## src/pcm_defs.svh

```systemverilog
`ifndef PCM_DEFS_SVH
`define PCM_DEFS_SVH

// Register indices; byte address on the bus is four times the index
`define PCM_IDX_MC_ADDR     10'h000
`define PCM_IDX_MC_TYPE     10'h001
`define PCM_IDX_STAMP       10'h010
`define PCM_IDX_PLAT        10'h017
`define PCM_IDX_INTC        10'h01b
`define PCM_IDX_PON         10'h02a
`define PCM_IDX_HI_SHADOW   10'h100

// Platform identification fields
`define PCM_PLAT_FLAG_MSB   52
`define PCM_PLAT_FLAG_LSB   50
`define PCM_PLAT_L2_MSB     56
`define PCM_PLAT_L2_LSB     53
`define PCM_PLAT_RATIO_BIT  60

// Interrupt controller base fields
`define PCM_INTC_BOOT_BIT   8
`define PCM_INTC_EN_BIT     11
`define PCM_INTC_BASE_MSB   31
`define PCM_INTC_BASE_LSB   12
`define PCM_INTC_EN_RST     1'b1
`define PCM_INTC_BASE_RST   20'h00000

// Hard power-on configuration fields
`define PCM_PON_DATA_CHK    1
`define PCM_PON_RESP_CHK    2
`define PCM_PON_ADDR_ERR    3
`define PCM_PON_BUSERR_REQ  4
`define PCM_PON_BUSERR_INT  6
`define PCM_PON_BUSINIT     7
`define PCM_PON_TRISTATE    8
`define PCM_PON_RW_MASK     8'hde
`define PCM_PON_RW_RST      8'h00

// Strap settling after reset release, in REF_CLK cycles
`define PCM_STRAP_SETTLE    2'd2

`endif

```

## src/pcm_pkg.sv

```systemverilog
package pcm_pkg;

    // Strap capture sequence after reset release
    typedef enum logic [2:0] {
        PCM_ST_SETTLE = 3'b001,
        PCM_ST_LATCH  = 3'b010,
        PCM_ST_RUN    = 3'b100
    } pcm_strap_st_t;

endpackage : pcm_pkg

```

## src/pcm_regs.sv

```systemverilog
// Implementation choice: the APB register port.
`timescale 1ns/1ps
`include "pcm_defs.svh"

// Function
// Platform bits 52:50 read the three-bit platform flag code, read-only
// Platform bits 56:53 read the second-level cache latency, read-only
// Platform bit 60 reads the clock frequency ratio indication, read-only
// Controller base bit 8 reads 1 on the bootstrap processor
// Controller base bit 11 is global enable, kept until next reset; here any controller base write can set or clear it
// Writable power-on bits switch their features when software writes them
// Read-only power-on bits return the configuration caught at power-on
// Power-on bit 1 enables system bus data error checking
// Power-on bit 2 enables response checking and redundancy error watch
// Power-on bit 3 enables driving the address error output
// Power-on bit 4 enables bus error output on initiated requests
// Power-on bit 6 enables bus error output on internal errors
// Power-on bit 7 enables driving the bus initialisation output
// Power-on bit 8 reads whether output tri-state mode is active
// Reserved bits read zero; writes to read-only bits change nothing

module pcm_regs
    import pcm_pkg::*;
(
    input  wire logic        REF_CLK,
    input  wire logic        RST_N,
    input  wire logic        PSEL,
    input  wire logic        PENABLE,
    input  wire logic        PWRITE,
    input  wire logic [11:0] PADDR,
    input  wire logic [31:0] PWDATA,
    output logic             PREADY,
    output logic      [31:0] PRDATA,
    output logic             PSLVERR,
    input  wire logic [2:0]  PLATFORM_FLAG_PIN,
    input  wire logic [3:0]  L2_LATENCY_PIN,
    input  wire logic        CLOCK_RATIO_PIN,
    input  wire logic        BOOTSTRAP_PROCESSOR_PIN,
    input  wire logic        TRISTATE_MODE_PIN,
    input  wire logic [63:0] FAULT_ADDR,
    input  wire logic [63:0] FAULT_TYPE,
    output logic             DATA_ERR_CHECK_EN,
    output logic             RESP_ERR_CHECK_EN,
    output logic             ADDR_ERR_DRIVE_EN,
    output logic             BUS_ERR_REQ_EN,
    output logic             BUS_ERR_INT_EN,
    output logic             BUS_INIT_DRIVE_EN,
    output logic             INTC_GLOBAL_EN,
    output logic      [19:0] INTC_BASE_ADDR,
    output logic      [63:0] TIMESTAMP
);

    // Synchronised strap levels
    logic [2:0]    plat_flag_s;
    logic [3:0]    l2_lat_s;
    logic          clk_ratio_s;
    logic          boot_proc_s;
    logic          tristate_s;

    // Captured straps, fixed from capture until the next reset
    logic [2:0]    plat_flag_r;
    logic [3:0]    l2_lat_r;
    logic          clk_ratio_r;
    logic          boot_proc_r;
    logic          tristate_r;

    // Strap capture sequencer
    pcm_strap_st_t strap_st_r;
    pcm_strap_st_t strap_st_nxt;
    logic [1:0]    settle_cnt_r;

    // Software state
    logic          intc_en_r;
    logic [19:0]   intc_base_r;
    logic [7:0]    pon_rw_r;
    logic [31:0]   rd_hi_r;
    logic [31:0]   wr_hi_r;
    logic [63:0]   stamp_cnt;

    // Bus decode
    logic [9:0]    idx;
    logic          setup_ph;
    logic          access_ph;
    logic          wr_commit;
    logic [63:0]   wr_val;
    logic [63:0]   rd_view;
    logic          rd_hit;

    // Assembled 64-bit register views
    logic [63:0]   plat_view;
    logic [63:0]   intc_view;
    logic [63:0]   pon_view;

    // Strap pins come from outside the clock domain
    pcm_sync #(.W(10)) pcm_sync_inst (
        .clk   (REF_CLK),
        .rst_n (RST_N),
        .din   ({PLATFORM_FLAG_PIN, L2_LATENCY_PIN, CLOCK_RATIO_PIN,
                 BOOTSTRAP_PROCESSOR_PIN, TRISTATE_MODE_PIN}),
        .dout  ({plat_flag_s, l2_lat_s, clk_ratio_s,
                 boot_proc_s, tristate_s})
    );

    // Cycle counter behind the timestamp register
    pcm_stamp_cnt pcm_stamp_cnt_inst (
        .clk      (REF_CLK),
        .rst_n    (RST_N),
        .load     (wr_commit && (idx == `PCM_IDX_STAMP)),
        .load_val (wr_val),
        .count    (stamp_cnt)
    );

    // Settle count lets the synchroniser fill before straps are caught
    always_ff @(posedge REF_CLK or negedge RST_N) begin
        if (!RST_N) begin
            settle_cnt_r <= 2'h0;
        end else if (strap_st_r == PCM_ST_SETTLE) begin
            settle_cnt_r <= settle_cnt_r + 2'h1;
        end
    end

    // Next state of the strap sequencer
    always_comb begin
        strap_st_nxt = strap_st_r;
        case (strap_st_r)
            PCM_ST_SETTLE: begin
                if (settle_cnt_r == `PCM_STRAP_SETTLE) begin
                    strap_st_nxt = PCM_ST_LATCH;
                end
            end
            PCM_ST_LATCH: begin
                strap_st_nxt = PCM_ST_RUN;
            end
            PCM_ST_RUN: begin
                strap_st_nxt = PCM_ST_RUN;
            end
            default: begin
                strap_st_nxt = PCM_ST_SETTLE;
            end
        endcase
    end

    always_ff @(posedge REF_CLK or negedge RST_N) begin
        if (!RST_N) begin
            strap_st_r <= PCM_ST_SETTLE;
        end else begin
            strap_st_r <= strap_st_nxt;
        end
    end

    // Straps are caught once; later pin changes are ignored
    always_ff @(posedge REF_CLK or negedge RST_N) begin
        if (!RST_N) begin
            plat_flag_r <= 3'h0;
            l2_lat_r    <= 4'h0;
            clk_ratio_r <= 1'b0;
            boot_proc_r <= 1'b0;
            tristate_r  <= 1'b0;
        end else if (strap_st_r == PCM_ST_LATCH) begin
            plat_flag_r <= plat_flag_s;
            l2_lat_r    <= l2_lat_s;
            clk_ratio_r <= clk_ratio_s;
            boot_proc_r <= boot_proc_s;
            tristate_r  <= tristate_s;
        end
    end

    // Register views; every unnamed position is a constant zero
    assign plat_view = {3'h0, clk_ratio_r, 3'h0, l2_lat_r,
                        plat_flag_r, 50'h0};
    assign intc_view = {32'h0, intc_base_r, intc_en_r, 2'h0,
                        boot_proc_r, 8'h00};
    assign pon_view  = {55'h0, tristate_r, pon_rw_r};

    // APB phase decode; word index ignores the byte lane bits
    assign idx       = PADDR[11:2];
    assign setup_ph  = PSEL && !PENABLE;
    assign access_ph = PSEL && PENABLE;
    assign wr_commit = access_ph && PWRITE;
    assign wr_val    = {wr_hi_r, PWDATA};

    // Zero wait states: read data is prepared in the setup cycle
    assign PREADY = 1'b1;

    // Read selection over the 64-bit registers
    always_comb begin
        rd_view = 64'h0;
        rd_hit  = 1'b1;
        case (idx)
            `PCM_IDX_MC_ADDR:   rd_view = FAULT_ADDR;
            `PCM_IDX_MC_TYPE:   rd_view = FAULT_TYPE;
            `PCM_IDX_STAMP:     rd_view = stamp_cnt;
            `PCM_IDX_PLAT:      rd_view = plat_view;
            `PCM_IDX_INTC:      rd_view = intc_view;
            `PCM_IDX_PON:       rd_view = pon_view;
            `PCM_IDX_HI_SHADOW: rd_view = {32'h0, rd_hi_r};
            default:            rd_hit  = 1'b0;
        endcase
    end

    // Read data and error come from flops loaded in the setup cycle
    always_ff @(posedge REF_CLK or negedge RST_N) begin
        if (!RST_N) begin
            PRDATA  <= 32'h0;
            PSLVERR <= 1'b0;
        end else if (setup_ph) begin
            PRDATA  <= PWRITE ? 32'h0 : rd_view[31:0];
            PSLVERR <= !rd_hit;
        end
    end

    // Reading a low word snapshots its high word so both halves agree
    always_ff @(posedge REF_CLK or negedge RST_N) begin
        if (!RST_N) begin
            rd_hi_r <= 32'h0;
        end else if (setup_ph && !PWRITE && rd_hit &&
                     (idx != `PCM_IDX_HI_SHADOW)) begin
            rd_hi_r <= rd_view[63:32];
        end
    end

    // High half of a 64-bit write is staged before the low word commits
    always_ff @(posedge REF_CLK or negedge RST_N) begin
        if (!RST_N) begin
            wr_hi_r <= 32'h0;
        end else if (wr_commit && (idx == `PCM_IDX_HI_SHADOW)) begin
            wr_hi_r <= PWDATA;
        end
    end

    // Global enable and base change only on a controller base write or a reset
    always_ff @(posedge REF_CLK or negedge RST_N) begin
        if (!RST_N) begin
            intc_en_r   <= `PCM_INTC_EN_RST;
            intc_base_r <= `PCM_INTC_BASE_RST;
        end else if (wr_commit && (idx == `PCM_IDX_INTC)) begin
            intc_en_r   <= wr_val[`PCM_INTC_EN_BIT];
            intc_base_r <= wr_val[`PCM_INTC_BASE_MSB:`PCM_INTC_BASE_LSB];
        end
    end

    // Only the writable power-on bits take write data; mask keeps others 0
    always_ff @(posedge REF_CLK or negedge RST_N) begin
        if (!RST_N) begin
            pon_rw_r <= `PCM_PON_RW_RST;
        end else if (wr_commit && (idx == `PCM_IDX_PON)) begin
            pon_rw_r <= wr_val[7:0] & `PCM_PON_RW_MASK;
        end
    end

    // Feature enables driven straight from their register bits
    assign DATA_ERR_CHECK_EN = pon_rw_r[`PCM_PON_DATA_CHK];
    assign RESP_ERR_CHECK_EN = pon_rw_r[`PCM_PON_RESP_CHK];
    assign ADDR_ERR_DRIVE_EN = pon_rw_r[`PCM_PON_ADDR_ERR];
    assign BUS_ERR_REQ_EN    = pon_rw_r[`PCM_PON_BUSERR_REQ];
    assign BUS_ERR_INT_EN    = pon_rw_r[`PCM_PON_BUSERR_INT];
    assign BUS_INIT_DRIVE_EN = pon_rw_r[`PCM_PON_BUSINIT];
    assign INTC_GLOBAL_EN    = intc_en_r;
    assign INTC_BASE_ADDR    = intc_base_r;
    assign TIMESTAMP         = stamp_cnt;

    // Helper that lines the read snapshot up with 64-bit field positions
    logic [63:0] hi_chk;
    assign hi_chk = {rd_hi_r, 32'h0};

    a_plat_flag_read: assert property (
        @(posedge REF_CLK) disable iff (!RST_N)
        setup_ph && !PWRITE && (idx == `PCM_IDX_PLAT)
        |=> hi_chk[`PCM_PLAT_FLAG_MSB:`PCM_PLAT_FLAG_LSB]
            == $past(plat_flag_r) && PRDATA == 32'h0)
        else $error("platform flag field misread");

    a_l2_latency_read: assert property (
        @(posedge REF_CLK) disable iff (!RST_N)
        setup_ph && !PWRITE && (idx == `PCM_IDX_PLAT)
        |=> hi_chk[`PCM_PLAT_L2_MSB:`PCM_PLAT_L2_LSB] == $past(l2_lat_r))
        else $error("cache latency field misread");

    a_clk_ratio_read: assert property (
        @(posedge REF_CLK) disable iff (!RST_N)
        setup_ph && !PWRITE && (idx == `PCM_IDX_PLAT)
        |=> hi_chk[`PCM_PLAT_RATIO_BIT] == $past(clk_ratio_r)
            && hi_chk[59:57] == 3'h0 && hi_chk[63:61] == 3'h0)
        else $error("clock ratio field misread");

    a_plat_ro_keep: assert property (
        @(posedge REF_CLK) disable iff (!RST_N)
        (strap_st_r == PCM_ST_RUN) ##0 wr_commit
        |=> $stable(plat_flag_r) && $stable(l2_lat_r)
            && $stable(clk_ratio_r)
            && $stable(boot_proc_r) && $stable(tristate_r))
        else $error("read-only field changed by a write");

    a_boot_bit_read: assert property (
        @(posedge REF_CLK) disable iff (!RST_N)
        setup_ph && !PWRITE && (idx == `PCM_IDX_INTC)
        |=> PRDATA[`PCM_INTC_BOOT_BIT] == $past(boot_proc_r)
            && PRDATA[7:0] == 8'h00 && PRDATA[10:9] == 2'h0)
        else $error("bootstrap indicator misread");

    a_global_en_write: assert property (
        @(posedge REF_CLK) disable iff (!RST_N)
        wr_commit && (idx == `PCM_IDX_INTC)
        |=> INTC_GLOBAL_EN == $past(PWDATA[`PCM_INTC_EN_BIT]))
        else $error("global enable did not follow write");

    a_global_en_hold: assert property (
        @(posedge REF_CLK) disable iff (!RST_N)
        !(wr_commit && (idx == `PCM_IDX_INTC)) |=> $stable(INTC_GLOBAL_EN))
        else $error("global enable changed without a write");

    a_pon_write_bits: assert property (
        @(posedge REF_CLK) disable iff (!RST_N)
        wr_commit && (idx == `PCM_IDX_PON)
        |=> {BUS_INIT_DRIVE_EN, BUS_ERR_INT_EN, BUS_ERR_REQ_EN,
             ADDR_ERR_DRIVE_EN, RESP_ERR_CHECK_EN, DATA_ERR_CHECK_EN}
            == {$past(PWDATA[7]), $past(PWDATA[6]), $past(PWDATA[4]),
                $past(PWDATA[3]), $past(PWDATA[2]), $past(PWDATA[1])})
        else $error("power-on enable bits did not follow write");

    a_pon_read_back: assert property (
        @(posedge REF_CLK) disable iff (!RST_N)
        setup_ph && !PWRITE && (idx == `PCM_IDX_PON)
        |=> PRDATA[`PCM_PON_TRISTATE] == $past(tristate_r)
            && PRDATA[0] == 1'b0 && PRDATA[5] == 1'b0
            && PRDATA[31:9] == 23'h0)
        else $error("power-on register misread");

    a_strap_capture: assert property (
        @(posedge REF_CLK) disable iff (!RST_N)
        (strap_st_r == PCM_ST_LATCH)
        |=> (strap_st_r == PCM_ST_RUN) && tristate_r == $past(tristate_s)
            && boot_proc_r == $past(boot_proc_s))
        else $error("straps not captured");

    a_unmapped_error: assert property (
        @(posedge REF_CLK) disable iff (!RST_N)
        setup_ph && !rd_hit |=> PSLVERR && PRDATA == 32'h0)
        else $error("unmapped index not refused");

    a_pon_reserved: assert property (
        @(posedge REF_CLK) disable iff (!RST_N)
        wr_commit && (idx == `PCM_IDX_PON)
        |=> pon_view[0] == 1'b0 && pon_view[5] == 1'b0
            && pon_view[63:9] == 55'h0)
        else $error("reserved power-on bits set by a write");

endmodule : pcm_regs

```

## src/pcm_sync.sv

```systemverilog
`timescale 1ns/1ps

// Two-stage synchroniser for strap pins of any width
module pcm_sync #(
    parameter int W = 1
) (
    input  wire logic         clk,
    input  wire logic         rst_n,
    input  wire logic [W-1:0] din,
    output logic      [W-1:0] dout
);

    logic [W-1:0] meta_r;

    // First stage feeds only the second stage
    always_ff @(posedge clk or negedge rst_n) begin
        if (!rst_n) begin
            meta_r <= '0;
            dout   <= '0;
        end else begin
            meta_r <= din;
            dout   <= meta_r;
        end
    end

endmodule : pcm_sync

```

## src/pcm_tsc.sv

```systemverilog
`timescale 1ns/1ps

// Free-running 64-bit cycle counter with a software load
module pcm_stamp_cnt (
    input  wire logic        clk,
    input  wire logic        rst_n,
    input  wire logic        load,
    input  wire logic [63:0] load_val,
    output logic      [63:0] count
);

    // A load wins over the increment in the same cycle
    always_ff @(posedge clk or negedge rst_n) begin
        if (!rst_n) begin
            count <= 64'h0;
        end else if (load) begin
            count <= load_val;
        end else begin
            count <= count + 64'h1;
        end
    end

endmodule : pcm_stamp_cnt

```

## config.mk

```make
export PLATFORM = sky130hd
export DESIGN_NAME = pcm_regs
export DESIGN_NICKNAME = d
export VERILOG_FILES = /design/src/pcm_pkg.sv /design/src/pcm_regs.sv /design/src/pcm_sync.sv /design/src/pcm_tsc.sv
export VERILOG_INCLUDE_DIRS = /design/src
export SDC_FILE = /design/constraint.sdc
export NUM_CORES = 1
export LEC_CHECK = 0
export BUFFER_PORTS_ARGS = -buffer_cell sky130_fd_sc_hd__buf_2
export CAP_MARGIN = 20
export CORE_MARGIN = 2
export CORE_UTILIZATION = 48
export CTS_BUF_LIST = sky130_fd_sc_hd__clkbuf_2
export CTS_CLUSTER_SIZE = 25
export DETAILED_ROUTE_END_ITERATION = 6
export MAX_ROUTING_LAYER = met4
export PLACE_DENSITY = 0.84
export RECOVER_POWER = 100
export SLEW_MARGIN = 0
export SYNTH_ARGS = -nofsm -noshare
export SYNTH_HDL_FRONTEND = slang
export SYNTH_SLANG_ARGS = --single-unit
```

## constraint.sdc

```tcl
create_clock -name REF_CLK -period 2.5 [get_ports REF_CLK]
set_input_delay 0.375 -clock REF_CLK [delete_from_list [all_inputs] [get_ports REF_CLK]]
set_output_delay 0.375 -clock REF_CLK [all_outputs]
set_load 0.02 [all_outputs]
```

==> impl_metrics.tcl <==
set metrics [dict create \
    cts_tree "built" \
    num_rows 55 \
    status "complete, but fails checks" \
    die_width_um 156 \
    coreArea_um2 22700 \
    cp_num_cells 5 \
    insertion_delay_ns 0.88 \
    ctsHtreeMaxLevel 2 \
    clk_pin_slew_worst_paths_ns 0.14 \
    grt_pass1_wl_um 62500 \
    synth_nets 1275 \
    via_per_inst 6.08 \
    path_max_fanout 5 \
    post_drt_wl_per_cell_um 21.8 \
    hpwl_um 27000 \
    cp-end-kind "register" \
    slowest_delay_ns 0.63 \
    min_path_type "in2reg" \
    critPathArrivalTime_ns 3.27 \
    maxSlewViolCount 70 \
    clockBufferDepth 3 \
    hold_violations 0 \
    slowest_stage "or4_4" \
    yosysSeqAreaShare_pct 50.3 \
    period_share_pct 101 \
    areaGrowthSynthToFinish_pct 36.8 \
    synth-seq-cells 223 \
    syn_area_um2 11100 \
    synth_top_area_cell "dfrtp_1" \
    synth_edf_count 0 \
    synth_top_area_share_pct 49.8 \
    path_cells "nand4_1 -> or4_4 -> or3_4 -> or4_1 -> a31oi_1" \
    r2r-start "pcm_stamp_cnt_inst.count[12]" \
    finalSetupViolCount 8 \
    grtUsageTotal_pct 34.2 \
    syn_inst 1086 \
    grt_max_degree 88 \
    dieArea_um2 24400 \
    root_buffer "clkbuf_2" \
    p_leak_nw 7.22 \
    synthTopCellsByArea "dfrtp_1, mux2_2, mux2i_1" \
    vias 11600 \
    r2r_cells 5 \
    tightest_slew_ns 1.95 \
    drtIter0Drc 1564 \
    place_ws_ns 0.0214 \
    wl_um 41700 \
    ant_nets 0 \
    first_global_vias 11600 \
    critical_path_class "reg2reg" \
    slew_headroom_pct -30.0 \
    required_ns 3.23 \
    synth-async-reset-ratio_pct 100 \
    drc 4 \
    fin_worst_skew_ns 0.0975 \
    dr.pass1.iters 7 \
    synth_cell_types 52 \
    critPathLaunch "pcm_stamp_cnt_inst.count[12]" \
    grt_setup_unrepaired "true" \
    violations "design-rule violations, max-capacitance violations, max-slew violations, negative setup slack" \
    min_period_ns 2.53 \
    die_h_um 156 \
    cts_buffers 56 \
    cpLargestDelayFamily "simple AND/OR/NAND/NOR gates" \
    grt-ovfl-total 0 \
    nets 1774 \
    yosysWarningCount 0 \
    hold_depth 5 \
    start_kind "register" \
    crit_buf_inv 0 \
    maxCapViolations 1 \
    start_util_pct 48.9 \
    cts_sinks 223 \
    place_congestion 0.955 \
    syn_avg_cell_area_um2 10.2 \
    max_freq_ghz 0.395 \
    synth_ff_type "dfrtp_1" \
    setup_ws_ns -0.0327 \
    drive_gt1_share_pct 35.9 \
    io_buffers 308 \
    min_from "FAULT_ADDR[34]" \
    io_pins 312 \
    fillCellCount 1665 \
    vdd_drop_max_uv 455 \
    antenna_found_initial 4 \
    p_total_mw 7.19 \
    powerDensity_nw_per_um2 473 \
]
[registers in the layout (all words and copies together), names as in the netlist, 6 cells and up]
name and flops:
INTC_BASE_ADDR 20, wr_hi_r 32, PRDATA 32, pon_rw_r 6
pcm_sync_inst.meta_r 10, pcm_sync_inst.dout 10, rd_hi_r 32, pcm_stamp_cnt_inst.count 64
[cell usage in the layout (no fill, tap or decap), drive strengths merged, types with 7 or more instances in the layout]
master       count
buf            380
dfrtp          221
dlygate4sd3    103
nand2          102
nor2            99
clkbuf          98
mux2            82
a21oi           75
o21ai           72
mux2i           59
xnor2           38
o2bb2ai         27
a221oi          27
nand3           27
clkinv          26
nand4           20
nor4            18
nor3            18
a31oi           13
a222oi          13
or4             13
or3             12
inv             11
and4             7
and3             7
xor2             7
[metal layers]
metal	track usage [%]	part of all wire, %	up-vias
met2	54.2	47	892
met3	7.67	11	185
met4	15.5	4.6	0
met1	42.2	37	5516
met5	-	0	-
li1	-	-	5022
[where the power goes]
part | switching (mW) | internal [mW]
logic | 0.496 | 0.452
clock network | 1.58 | 0.864
registers | 0.101 | 3.70
[final timing paths]
path	slack, ns	to
worst max-delay path	-0.03	pcm_stamp_cnt_inst.count[59]
worst min-delay path	0.01	rd_hi_r[2]
worst max register to register	-0.03	pcm_stamp_cnt_inst.count[59]
max in group asynchronous	0.52	strap_st_r[0]
min in group asynchronous	0.61	PRDATA[24]
worst min register to register	0.35	pcm_sync_inst.dout[8]
[synth_stat cells, types with 2 or more instances]
library cell and n:
a21oi_1 75, dfrtp_1 221, or4b_2 3, a22oi_1 3, nor3_1 18, nand2b_1 2
and2_1 2, xnor2_1 38, or3_1 12, o21ai_0 72, nand2_1 102, or3b_2 3
and3_1 7, nor3b_1 3, o31ai_1 4, or2_2 2, or4_4 2, dfstp_2 2
clkbuf_1 61, a21boi_0 6, nor2_1 99, a211oi_1 2, a221oi_1 27, mux2_2 82
inv_1 10, o2bb2ai_1 27, nor4_1 18, nand4_1 19, ha_1 2, or4_1 11
buf_1 10, a222oi_1 13, nand3_1 26, xor2_1 7, mux2i_1 59, a2111oi_0 2
and4_1 7, a31oi_1 13
[tightest hold or removal path: stages]
cell,delay [ns]
buf_2,0.07
mux2i_1,0.06
nor2_1,0.09
a21oi_1,0.05
o21ai_0,0.14
[layout make-up]
type                            count  area, um^2  share of cell area, %
Clock inverter                     29         146                  0.963
Sequential cell                   223        5600                   36.9
Antenna cell                        3        7.51                 0.0494
Multi-Input combinational cell    779        5290                   34.8
Clock buffer                       67         335                   2.21
Tap cell                          285         357                   2.35
Inverter                           10        37.5                  0.247
Timing Repair Buffer              515        3420                   22.5
[kinds of logic after synthesis]
kind of cell               count (synthesis)  share of synthesized area (%)
AOI/OAI and AO/OA                        247                           14.2
DFF                                      223                           50.3
muxes                                    141                           13.6
other                                      1                         0.0338
adders and majority gates                  3                          0.315
and+or+nand+nor                          342                           15.1
buffers and inverters                     84                           2.95
xor gates and xnor gates                  45                           3.55
[what timing repair did]
action,4_1_cts,5_1_grt
setup endpoints to repair,2,10
pin swaps,0,5
gates cloned,0,0
endpoints found under the hold margin,353,0
setup buffers,0,5
gates resized for setup,1,5
hold buffers,103,0
[metrics by stage]
step                      area (um^2)  utilization [%]  cells  TNS, ns  hold WS, ns
after floorplan                 11200                -   1086        0       0.0794
after global placement          13700             60.4   1704        0        0.335
after detailed placement        13700             60.4   1704        0        0.335
after CTS                       15200             67.1   1903        0     0.000524
after global routing            15200             66.9   1911  -0.0742      0.00736
final                           15200             66.9   1911  -0.0776       0.0119
Note: power is estimated with default switching activity, not from simulation.
